`src/hdl/occ_pkg.sv`:
```
// Purpose: Shared constants and types for the output compare channel array.
// Assumes: Word-addressed register port, 16-bit data, one clock domain.
// Notes:   Channel c owns register indices c*4+0 .. c*4+2.
package occ_pkg;

   // ****************************************************************
   // Geometry
   // ****************************************************************
   localparam int OCC_NUM_CH = 8;
   localparam int OCC_FAULT_A_LAST = 3;
   localparam int OCC_DATA_W = 16;
   localparam int OCC_ADDR_W = 5;
   localparam int OCC_MODE_W = 3;

   // ****************************************************************
   // Register map (index within a channel's block of four)
   // ****************************************************************
   localparam logic [1:0] OCC_REG_CONTROL = 2'h0;
   localparam logic [1:0] OCC_REG_PRIMARY = 2'h1;
   localparam logic [1:0] OCC_REG_SECONDARY = 2'h2;

   // Control field positions
   localparam int OCC_BIT_MODE_LO = 0;
   localparam int OCC_BIT_TSEL = 3;
   localparam int OCC_BIT_FAULT = 4;
   localparam int OCC_BIT_SIDL = 13;

   localparam logic [15:0] OCC_CTRL_RESET = 16'h0000;
   localparam logic [15:0] OCC_VALUE_RESET = 16'h0000;
   localparam logic [15:0] OCC_READ_UNMAPPED = 16'h0000;

   // ****************************************************************
   // Mode encodings
   // ****************************************************************
   localparam logic [2:0] OCC_MODE_OFF = 3'h0;
   localparam logic [2:0] OCC_MODE_HIGH = 3'h1;
   localparam logic [2:0] OCC_MODE_LOW = 3'h2;
   localparam logic [2:0] OCC_MODE_TOGGLE = 3'h3;
   localparam logic [2:0] OCC_MODE_ONE_PULSE = 3'h4;
   localparam logic [2:0] OCC_MODE_PULSES = 3'h5;
   localparam logic [2:0] OCC_MODE_PWM = 3'h6;
   localparam logic [2:0] OCC_MODE_PWM_FAULT = 3'h7;

   // ****************************************************************
   // Timing, in instruction clocks
   // ****************************************************************
   localparam int OCC_MATCH_TO_PIN_CYC = 1;
   localparam int OCC_PIN_TO_FLAG_CYC = 2;

   // ****************************************************************
   // Types
   // ****************************************************************
   typedef struct packed {
      logic idle_halt_select;
      logic fault_seen_flag;
      logic time_base_select;
      logic [2:0] compare_mode_field;
   } occ_ctrl_s;

   typedef struct packed {
      logic [15:0] count;
      logic [15:0] period;
   } occ_time_base_s;

   typedef enum logic [1:0] {
      OCC_PH_LEAD,
      OCC_PH_TRAIL,
      OCC_PH_DONE
   } occ_phase_e;

   function automatic logic [15:0] occ_ctrl_word(input occ_ctrl_s c);
      logic [15:0] w;
      w = 16'h0000;
      w[OCC_BIT_SIDL] = c.idle_halt_select;
      w[OCC_BIT_FAULT] = c.fault_seen_flag;
      w[OCC_BIT_TSEL] = c.time_base_select;
      w[OCC_BIT_MODE_LO +: OCC_MODE_W] = c.compare_mode_field;
      return w;
   endfunction

endpackage

```
`src/hdl/occ_sync2.sv`:
```
// Purpose: Two-flop synchroniser for asynchronous pin inputs.
// Assumes: Input bits are independent levels.
// Notes:   The first stage feeds only the second stage.
`timescale 1ns/1ps
`default_nettype none

module occ_sync2 #(
   parameter int WIDTH = 1
) (
   input wire logic ref_clk,
   input wire logic rst_b,
   input wire logic [WIDTH-1:0] async_in,
   output logic [WIDTH-1:0] sync_out
);

   logic [WIDTH-1:0] stage1;

   always_ff @(posedge ref_clk or negedge rst_b) begin
      if (!rst_b) begin
         stage1 <= '0;
         sync_out <= '0;
      end else begin
         stage1 <= async_in;
         sync_out <= stage1;
      end
   end

endmodule

`default_nettype wire

```
`src/hdl/occ_top.sv`:
```
// Purpose: Array of identical output compare channels with a register port.
// Assumes: Time bases and idle come from logic on ref_clk; fault pins are async.
// Notes:   Register read data appear in the cycle after the read strobe.
`timescale 1ns/1ps
`default_nettype none

module occ_top
   import occ_pkg::*;
(
   input wire logic ref_clk,
   input wire logic rst_b,
   input wire logic [OCC_ADDR_W-1:0] reg_addr,
   input wire logic [OCC_DATA_W-1:0] reg_wdata,
   input wire logic reg_write,
   input wire logic reg_read,
   output logic [OCC_DATA_W-1:0] reg_rdata,
   input wire occ_time_base_s time_base_first,
   input wire occ_time_base_s time_base_second,
   input wire logic cpu_idle,
   input wire logic fault_input_a,
   input wire logic fault_input_b,
   output logic [OCC_NUM_CH-1:0] compare_output_pin,
   output logic [OCC_NUM_CH-1:0] compare_event_flag
);

   // ****************************************************************
   // Fault pin synchronisation
   // ****************************************************************
   // A fault pulse shorter than one clock may be missed by the sync
   logic [1:0] fault_sync;

   occ_sync2 #(
      .WIDTH(2)
   ) u_fault_sync (
      .ref_clk(ref_clk),
      .rst_b(rst_b),
      .async_in({fault_input_b, fault_input_a}),
      .sync_out(fault_sync)
   );

   // ****************************************************************
   // Register port decode
   // ****************************************************************
   wire [2:0] sel_ch = reg_addr[4:2];
   wire [1:0] sel_reg = reg_addr[1:0];
   wire wr_control = reg_write && (sel_reg == OCC_REG_CONTROL);
   wire wr_primary = reg_write && (sel_reg == OCC_REG_PRIMARY);
   wire wr_secondary = reg_write && (sel_reg == OCC_REG_SECONDARY);

   occ_ctrl_s ctrl [OCC_NUM_CH];
   logic [15:0] primary_compare_value [OCC_NUM_CH];
   logic [15:0] secondary_compare_value [OCC_NUM_CH];
   logic [15:0] ctrl_word [OCC_NUM_CH];

   // Index 3 of each channel block reads zero and ignores writes
   wire [15:0] rd_mux =
      (sel_reg == OCC_REG_CONTROL) ? ctrl_word[sel_ch] :
      (sel_reg == OCC_REG_PRIMARY) ? primary_compare_value[sel_ch] :
      (sel_reg == OCC_REG_SECONDARY) ? secondary_compare_value[sel_ch] :
      OCC_READ_UNMAPPED;

   // Read data stand for one clock only, then fall back to zero
   always_ff @(posedge ref_clk or negedge rst_b) begin
      if (!rst_b) begin
         reg_rdata <= OCC_VALUE_RESET;
      end else if (reg_read) begin
         reg_rdata <= rd_mux;
      end else begin
         reg_rdata <= OCC_READ_UNMAPPED;
      end
   end

   // ****************************************************************
   // Channels
   // ****************************************************************
   genvar ch;
   generate
      for (ch = 0; ch < OCC_NUM_CH; ch++) begin : g_ch
         // ****************************************************************
         // Register writes
         // ****************************************************************
         // Per-channel write strobes
         wire hit = (sel_ch == 3'(ch));
         wire wr_c = wr_control && hit;
         wire wr_p = wr_primary && hit;
         wire wr_s = wr_secondary && hit;

         // Only the mode, time base and idle bits are writable
         wire [2:0] new_mode = reg_wdata[OCC_BIT_MODE_LO +: OCC_MODE_W];
         wire new_tsel = reg_wdata[OCC_BIT_TSEL];
         wire new_sidl = reg_wdata[OCC_BIT_SIDL];

         wire [2:0] mode = ctrl[ch].compare_mode_field;

         // ****************************************************************
         // Compare sources
         // ****************************************************************
         // Fault pin grouping
         // Channels 0 to 3 answer fault A, 4 to 7 fault B
         wire fault_in = (ch <= OCC_FAULT_A_LAST) ? fault_sync[0] : fault_sync[1];

         // Selected time base
         wire [15:0] count = ctrl[ch].time_base_select ?
                             time_base_second.count : time_base_first.count;
         wire [15:0] period = ctrl[ch].time_base_select ?
                              time_base_second.period : time_base_first.period;

         // Idle halt freezes channel state; the fault status and the event pipeline keep running
         // Halt stops the pin, phase and match history alike, so leaving
         // idle resumes exactly where the channel stopped
         wire halted = ctrl[ch].idle_halt_select && cpu_idle;
         wire active = (mode != OCC_MODE_OFF) && !halted;

         // ****************************************************************
         // Match detection
         // ****************************************************************
         // Exact equality, acted on only at its first cycle except by the PWM duty match, so a stopped
         // timer parked on the compare value cannot fire again and again
         wire eq_p = (count == primary_compare_value[ch]);
         wire eq_s = (count == secondary_compare_value[ch]);
         wire eq_per = (count == period);
         logic eq_p_d;
         logic eq_s_d;
         logic eq_per_d;
         wire match_p = eq_p && !eq_p_d;
         wire match_s = eq_s && !eq_s_d;
         wire match_per = eq_per && !eq_per_d;

         // Mode entry seen as a change from the last mode value
         // A rewrite of the same mode is not an entry; software clears the
         // mode field first when it wants the start level applied again
         logic [2:0] prev_mode;
         wire entry = (mode != prev_mode);

         // ****************************************************************
         // Channel state
         // ****************************************************************
         logic pin;
         occ_phase_e phase;
         logic [15:0] duty;
         logic [OCC_PIN_TO_FLAG_CYC:0] evt_pipe;
         logic fault_flag;

         wire pwm_mode = (mode == OCC_MODE_PWM) || (mode == OCC_MODE_PWM_FAULT);
         wire fault_on = (mode == OCC_MODE_PWM_FAULT) && fault_in;

         // ****************************************************************
         // Next pin and event
         // ****************************************************************
         // Next pin value and compare event, before the pin register
         // Disable beats entry, and entry beats a match in the same cycle
         logic next_pin;
         occ_phase_e next_phase;
         logic next_evt;

         always_comb begin
            next_pin = pin;
            next_phase = phase;
            next_evt = 1'b0;
            if (mode == OCC_MODE_OFF) begin
               next_pin = 1'b0;
               next_phase = OCC_PH_LEAD;
            end else if (entry) begin
               next_phase = OCC_PH_LEAD;
               case (mode)
                  OCC_MODE_HIGH: next_pin = 1'b0;
                  OCC_MODE_LOW: next_pin = 1'b1;
                  // Toggle keeps the level left by the previous mode
                  OCC_MODE_TOGGLE: next_pin = pin;
                  OCC_MODE_ONE_PULSE: next_pin = 1'b0;
                  OCC_MODE_PULSES: next_pin = 1'b0;
                  default: next_pin = 1'b0;
               endcase
            end else if (active) begin
               case (mode)
                  OCC_MODE_HIGH: begin
                     if (match_p && phase == OCC_PH_LEAD) begin
                        next_pin = 1'b1;
                        next_phase = OCC_PH_DONE;
                        next_evt = 1'b1;
                     end
                  end
                  OCC_MODE_LOW: begin
                     if (match_p && phase == OCC_PH_LEAD) begin
                        next_pin = 1'b0;
                        next_phase = OCC_PH_DONE;
                        next_evt = 1'b1;
                     end
                  end
                  OCC_MODE_TOGGLE: begin
                     if (match_p) begin
                        next_pin = !pin;
                        next_evt = 1'b1;
                     end
                  end
                  OCC_MODE_ONE_PULSE, OCC_MODE_PULSES: begin
                     if (phase == OCC_PH_LEAD && match_p) begin
                        next_pin = 1'b1;
                        next_phase = OCC_PH_TRAIL;
                     end else if (phase == OCC_PH_TRAIL && match_s) begin
                        next_pin = 1'b0;
                        next_evt = 1'b1;
                        // One pulse stops here; continuous rearms
                        next_phase = (mode == OCC_MODE_ONE_PULSE) ?
                                     OCC_PH_DONE : OCC_PH_LEAD;
                     end
                  end
                  default: begin
                     // PWM: high from period rollover, low at duty match
                     // Duty is latched at rollover, so a mid-period write waits
                     if (fault_on) begin
                        next_pin = 1'b0;
                     end else if (match_per) begin
                        next_pin = (secondary_compare_value[ch] != OCC_VALUE_RESET);
                     end else if (eq_p && (duty == primary_compare_value[ch])) begin
                        next_pin = 1'b0;
                     end
                  end
               endcase
            end
         end

         // ****************************************************************
         // Registers
         // ****************************************************************
         // Control and compare registers
         always_ff @(posedge ref_clk or negedge rst_b) begin
            if (!rst_b) begin
               ctrl[ch] <= occ_ctrl_s'(6'h00);
               primary_compare_value[ch] <= OCC_VALUE_RESET;
               secondary_compare_value[ch] <= OCC_VALUE_RESET;
            end else begin
               if (wr_c) begin
                  ctrl[ch].compare_mode_field <= new_mode;
                  ctrl[ch].time_base_select <= new_tsel;
                  ctrl[ch].idle_halt_select <= new_sidl;
               end
               // PWM takes the new duty from the secondary value each period
               if (wr_p) begin
                  primary_compare_value[ch] <= reg_wdata;
               end else if (pwm_mode && active && match_per) begin
                  primary_compare_value[ch] <= secondary_compare_value[ch];
               end
               if (wr_s) begin
                  secondary_compare_value[ch] <= reg_wdata;
               end
               ctrl[ch].fault_seen_flag <= fault_flag;
            end
         end

         // ****************************************************************
         // Fault status
         // ****************************************************************
         // Set wins over clear when both fall in one clock
         // Fault status: set while fault pin active, cleared by hardware once
         // the pin is quiet at a period rollover or the mode leaves 111
         always_ff @(posedge ref_clk or negedge rst_b) begin
            if (!rst_b) begin
               fault_flag <= 1'b0;
            end else if (fault_on) begin
               fault_flag <= 1'b1;
            end else if (mode != OCC_MODE_PWM_FAULT || (match_per && !fault_in)) begin
               fault_flag <= 1'b0;
            end
         end

         // ****************************************************************
         // Pin and history
         // ****************************************************************
         // Pin, phase and match history
         always_ff @(posedge ref_clk or negedge rst_b) begin
            if (!rst_b) begin
               pin <= 1'b0;
               phase <= OCC_PH_LEAD;
               prev_mode <= OCC_MODE_OFF;
               eq_p_d <= 1'b0;
               eq_s_d <= 1'b0;
               eq_per_d <= 1'b0;
               duty <= OCC_VALUE_RESET;
            end else if (!halted) begin
               pin <= next_pin;
               phase <= next_phase;
               prev_mode <= mode;
               eq_p_d <= eq_p;
               eq_s_d <= eq_s;
               eq_per_d <= eq_per;
               if (match_per) begin
                  duty <= secondary_compare_value[ch];
               end
            end
         end

         // ****************************************************************
         // Event pipeline
         // ****************************************************************
         // Events are one-clock pulses; the interrupt logic outside latches them
         // Event pipeline: stage 0 lines up with the pin change, the
         // flag leaves after the stated extra delay
         always_ff @(posedge ref_clk or negedge rst_b) begin
            if (!rst_b) begin
               evt_pipe <= '0;
            end else begin
               evt_pipe <= {evt_pipe[OCC_PIN_TO_FLAG_CYC-1:0], next_evt && !halted};
            end
         end

         // ****************************************************************
         // Outputs
         // ****************************************************************
         assign compare_output_pin[ch] = pin;
         assign compare_event_flag[ch] = evt_pipe[OCC_PIN_TO_FLAG_CYC];
         assign ctrl_word[ch] = occ_ctrl_word(ctrl[ch]);
      end
   endgenerate

endmodule

`default_nettype wire

```
`config.mk`:
```
export PLATFORM = sky130hd
export DESIGN_NAME = occ_top
export DESIGN_NICKNAME = d
export VERILOG_FILES = /design/src/hdl/occ_pkg.sv /design/src/hdl/occ_sync2.sv /design/src/hdl/occ_top.sv
export SDC_FILE = /design/constraint.sdc
export NUM_CORES = 2
export LEC_CHECK = 0
export ABC_CLOCK_PERIOD_IN_PS = 6400
export BUFFER_PORTS_ARGS = -buffer_cell sky130_fd_sc_hd__buf_2
export CAP_MARGIN = 30
export CORE_ASPECT_RATIO = 0.75
export CORE_MARGIN = 2
export CORE_UTILIZATION = 44
export CTS_CLUSTER_SIZE = 16
export DETAILED_ROUTE_END_ITERATION = 12
export SYNTH_ARGS = -nofsm -noshare
export SYNTH_HDL_FRONTEND = slang
export SYNTH_SLANG_ARGS = --single-unit
```
`constraint.sdc`:
```
create_clock -name ref_clk -period 6.4 [get_ports ref_clk]
set_input_delay 1.28 -clock ref_clk [delete_from_list [all_inputs] [get_ports ref_clk]]
set_output_delay 1.28 -clock ref_clk [all_outputs]
set_load 0.1 [all_outputs]
```
After elaboration in Yosys (flattened, before gate mapping)
Index checks and enable logic that the tools add are counted.
- flip-flop bits (word level): 556
- word-level logic and storage cells: 898
- input port bits: 92
- reduce and logical (&&, ||, !) cells: 303
- bitwise gates (word level): 9
- muxes and demuxes: 293
- magnitude comparators: 1
- eq/ne operators: 169
- operators with widths (operator ; count):
    16-bit two-way mux ; 42
    16-bit == test ; 32
    1-bit two-way mux ; 160
    16-bit binary-select mux with 3-bit select ; 3
    1-bit logical AND ; 131
    16-bit nonzero test ; 8
    2-bit two-way mux ; 56
    3-bit == test (second input constant) ; 36
    3-bit != test (second input constant) ; 24
    9-bit nonzero test ; 8
    4-bit != test (second input constant) ; 16
    8-bit AND reduction ; 8
    3-bit by 2-bit == test with 1-bit output (second input constant) ; 18
    3-bit nonzero test ; 16
    1-bit zero test ; 42
    5-bit != test (second input constant) ; 8
    5-bit AND reduction ; 8
    4-bit by 1-bit != test with 1-bit output (second input constant) ; 8
    1-bit one-hot mux with 4 select lines ; 8
    2-bit one-hot mux with 2 select lines ; 8
    2-bit nonzero test ; 16
    4-bit nonzero test ; 8
    2-bit OR reduction ; 16
    3-bit by 1-bit == test with 1-bit output (second input constant) ; 9
    other kinds (12) ; 86

Depth between registers and ports, before layout
- word-level depth: 11
- gate-level depth with buffers: 12
- gate-level depth less buffers: 8

By module
Synthesis repeated with hierarchy kept, for this count alone.
- cell total of the unflattened synthesis: 3005
- area total of the unflattened synthesis: 32836.5 µm²
- by module, submodules not included (module ; area an instance (µm²) ; times used ; cells an instance):
    occ_top ; 32736.4 ; 1 ; 3001
    occ_sync2 ; 100.1 ; 1 ; 4

Least setup slack after synthesis
No wires, ideal clock.
- path kind: input port to flip-flop
- start point: in time_base_second[18] (netlist bit)
- end point: reg g_ch[4].pin
- data arrival time: 3.479 ns
- cell stages on the path: 10
- setup slack: 2.797 ns
- buffers on the path: 3
- data required time: 6.275 ns
- cell sequence: clkbuf_1 xor2_1 nor4_1 and4_1 buf_2 mux2i_1 or3_1 clkbuf_1 a211oi_1 mux2_2
- longest elaborated chain between the ends: 9
- elaborated cells on any way between the ends: 23
- ends and longest elaborated chain (element ; line ; RTL):
    start: declaration ; occ_top.sv:18 ; input wire occ_time_base_s time_base_second,
    16-bit two-way mux * ; occ_top.sv:103 ; wire [15:0] count = ctrl[ch].time_base_select ?
    16-bit == test, on equally long branches ; occ_top.sv:121, occ_top.sv:119 ;
    1-bit logical AND, on equally long branches ; occ_top.sv:127, occ_top.sv:125 ;
    1-bit two-way mux / 1-bit logical AND (equally long branches) ; -- ;
    1-bit two-way mux, on equally long branches ; occ_top.sv:211, occ_top.sv:197 ;
    1-bit one-hot mux with 4 select lines ; occ_top.sv:175 ; case (mode)
    1-bit two-way mux ; occ_top.sv:174 ; end else if (active) begin
    1-bit two-way mux ; occ_top.sv:163 ; end else if (entry) begin
    1-bit two-way mux ; occ_top.sv:160 ; if (mode == OCC_MODE_OFF) begin
    end signal: assignment ; occ_top.sv:281 ; pin <= next_pin;
    end: declaration ; occ_top.sv:138 ; logic pin;
Mark *: on every way between the ends. The rest lies on a longest branch, timed or not. The select of a mux whose other input is x is not followed.
A chain may end at the register's enable or synchronous reset.

Final worst setup path
- start point: in time_base_second[16] (netlist bit)
- end point: reg g_ch[3].pin
- longest elaborated chain between the ends: 9
- elaborated cells on any way between the ends: 23
- ends and longest elaborated chain (element ; line):
    16-bit two-way mux * ; occ_top.sv:103
    16-bit == test, on equally long branches ; occ_top.sv:121, occ_top.sv:119
    1-bit logical AND, on equally long branches ; occ_top.sv:127, occ_top.sv:125
    1-bit two-way mux / 1-bit logical AND (equally long branches) ; --
    1-bit two-way mux, on equally long branches ; occ_top.sv:211, occ_top.sv:197
    1-bit one-hot mux with 4 select lines ; occ_top.sv:175
    1-bit two-way mux ; occ_top.sv:174
    1-bit two-way mux ; occ_top.sv:163
    1-bit two-way mux ; occ_top.sv:160
    end signal: assignment ; occ_top.sv:281
    end: declaration ; occ_top.sv:138
Marks and branches as above.

==> flow_summary.toml <==
[outcome]
status = "finished clean"

[worst_setup_path]
path_class = "in2reg"
endpoint_kind = "flop"
worstPathRequired_ns = 6.94
arrival_ns = 4.98
cp_max_fo = 9
startpoint_type = "primary input"

[floorplanning]
die_w_um = 317
die_h_um = 239
rows = 86
core_area_um2 = 73200
num_io_pins = 124
die-area_um2 = 75800
initial_core_util_pct = 44.3

[power]
pwr-share-clk_pct = 30.6
power_frac_seq_pct = 43.1
intPower_mw = 7.50
ir_drop_mv = 0.225
combinationalPowerShare_pct = 26.4
power_switching_mw = 4.49
p_leak_nw = 15.9
switching_share_pct = 37.5
power_density_nw_per_um2 = 335

[global_route]
track_usage_pct = 33.9
grt_pass1_wl_mm = 181
grt_pass1_vias = 24200
antenna_found_initial = 11
grt-ovfl-total = 0
grt_max_degree = 142

[timing]
fmax_ghz = 0.225
timing.slew.headroom_pct = 31.2
rsz0062_at_grt = "false"
hold_viol_final = 0
min_period_over_period_pct = 69.4
skew_ns = 0.0126
tns_ns = 0
slew_violations = 0
worst_pin_slew_ns = 1.03
setup_viol = 0
finalCriticalPeriod_ns = 4.44

[clock_tree]
clock-sinks = 556
cts_root_buf = "clkbuf_16"
hold_buffers = 0
cts_tree = "built"
h-tree-depth = 2
ctsLongestPathBuffers = 3
post_cts_buffers = 0
cts_resized = 0
clk_latency_ns = 0.65
path_clk_slew_ns = 0.06
cts_inserted_buffers = 58

[route]
viasPerCell = 6.40
wl_mm = 128
ant_nets = 0
firstDrtPassIters = 7
drc_errors = 0
vias = 25400
drt_iter0_markers = 3728
wl_per_cell_um = 32.4

[final_layout]
stdcell_count = 3963
nNetsFinal = 3036
layout_common_cells = "556 x dfrtp_1, 308 x mux2_2, 301 x mux2i_1, 288 x xnor2_1, 200 x nand2_1"
area_growth_pct = 10.7
fill_cells = 6638
layout-drive-gt1-share_pct = 22.6
layout_commonest_cell = "dfrtp_1"

[yosys]
synth_top_area_share_pct = 43.0
async_reset_ff_share_pct = 100
ys_types = 67
syn_nets = 3021
synth.largest_area_cell = "dfrtp_1"
synth_area_um2 = 32400
synth-edff-count = 0
netlist_instances = 2929
seq_area_frac_synth_pct = 43.0
ys.flop_type = "dfrtp_1"
avgSynthCellArea_um2 = 11.1
ys_top_cells_by_area = "dfrtp_1 43%, mux2_2 11%, mux2i_1 9.3%, xnor2_1 7.8%, mux4_2 5.2%"
ys_ff_latch = 556
yosys_warnings = 0

[place]
gp_congestion = 1.07
port_buffers = 123
dp_cells = 3849
hpwl_mm = 92.8

[worst_hold_path]
hp-class = "reg2reg"

[job]
maxCapViolations = 0
-- worst max-delay path, stage by stage --
cell and delay (ns):
buf_2 0.21, mux2i_1 0.73, xnor2_1 0.14, nor4_1 0.38, nand4_1 0.62, nor4_1 0.92
mux2i_1 0.27, nor2_1 0.06, o32a_1 0.35
-- cell families after synthesis --
kind of cell / count (synthesis) / share of synthesized area (%)
DFF: 556 / 43.0
AOI/OAI and AO/OA: 325 / 5.83
muxes: 688 / 25.4
buffers and inverters: 232 / 3.16
adders and majority gates: 4 / 0.124
xor gates and xnor gates: 446 / 12.1
and+or+nand+nor: 678 / 10.4
-- final timing paths --
kind | slack, ns | startpoint | cells after the start | end
max | 1.96 | time_base_second[16] | 9 | g_ch[3].pin
min in group asynchronous | 0.72 | rst_b | 1 | g_ch[2].eq_s_d
min reg2reg | 0.35 | g_ch[7].evt_pipe[1] | 0 | g_ch[7].evt_pipe[2]
max in group asynchronous | 4.35 | rst_b | 2 | primary_compare_value[22]
min | 0.35 | g_ch[7].evt_pipe[1] | 0 | g_ch[7].evt_pipe[2]
max reg2reg | 2.06 | ctrl[27] | 9 | g_ch[3].pin
-- Yosys cell counts, types with 20 or more instances --
master / count
nand3_1: 33
mux2_2: 308
dfrtp_1: 556
mux2i_1: 301
mux4_2: 75
clkbuf_1: 151
nand4_1: 40
nor4_1: 146
buf_2: 24
buf_4: 20
o21ai_0: 123
nand2_1: 200
a21oi_1: 107
xnor2_1: 288
nor2_1: 147
nor3_1: 21
inv_1: 21
xor2_1: 158
-- per-stage QoR --
step	setup WS (ns)	instance area [µm²]	hold slack, ns	util, %	power [mW]
after global routing	1.92	35900	0.353	49.0	12.4
after floorplan	2.80	32400	0.331	-	6.93
final	1.96	35900	0.347	49.0	12.0
after detailed placement	1.43	33700	0.335	46.1	8.22
after global placement	1.50	33600	0.332	45.9	8.16
after CTS	2.12	35800	0.349	48.9	11.9
-- power by group through the flow --
stage	logic, mW	registers [mW]	clock network [mW]
floorplan	2.40	4.54	0
global placement	3.01	5.14	0
detailed placement	3.07	5.15	0
CTS	3.09	5.08	3.72
global route	3.39	5.16	3.86
finish	3.16	5.17	3.67
-- final cells by class --
type                            count  area (µm²)  share of cell area [%]
Antenna cell                        3        7.51                  0.0209
Sequential cell                   556       13900                    38.8
Clock inverter                     21         287                   0.799
Timing Repair Buffer              166        1110                    3.10
Tap cell                          968        1210                    3.38
Clock buffer                       87        1770                    4.94
Multi-Input combinational cell   2141       17500                    48.8
Inverter                           21        78.8                   0.220
-- state kept, by name, indices dropped and copies added (netlist names) --
name / count
ctrl: 24
g_ch.duty: 128
g_ch.eq_p_d: 8
g_ch.eq_per_d: 8
g_ch.eq_s_d: 8
g_ch.evt_pipe: 24
g_ch.fault_flag: 8
g_ch.mode: 24
g_ch.phase: 16
g_ch.pin: 8
g_ch.prev_mode: 24
primary_compare_value: 128
reg_rdata: 16
secondary_compare_value: 128
u_fault_sync.stage1: 2
u_fault_sync.sync_out: 2
-- routing by layer --
metal	GRT usage [%]	vias up	wire length (µm)
li1	-	10600	-
met1	51.3	12900	56800
met2	43.6	1587	48600
met3	14.1	264	19200
met4	8.95	10	3750
met5	0	-	81
No activity file was read; power rests on OpenSTA's default activity.
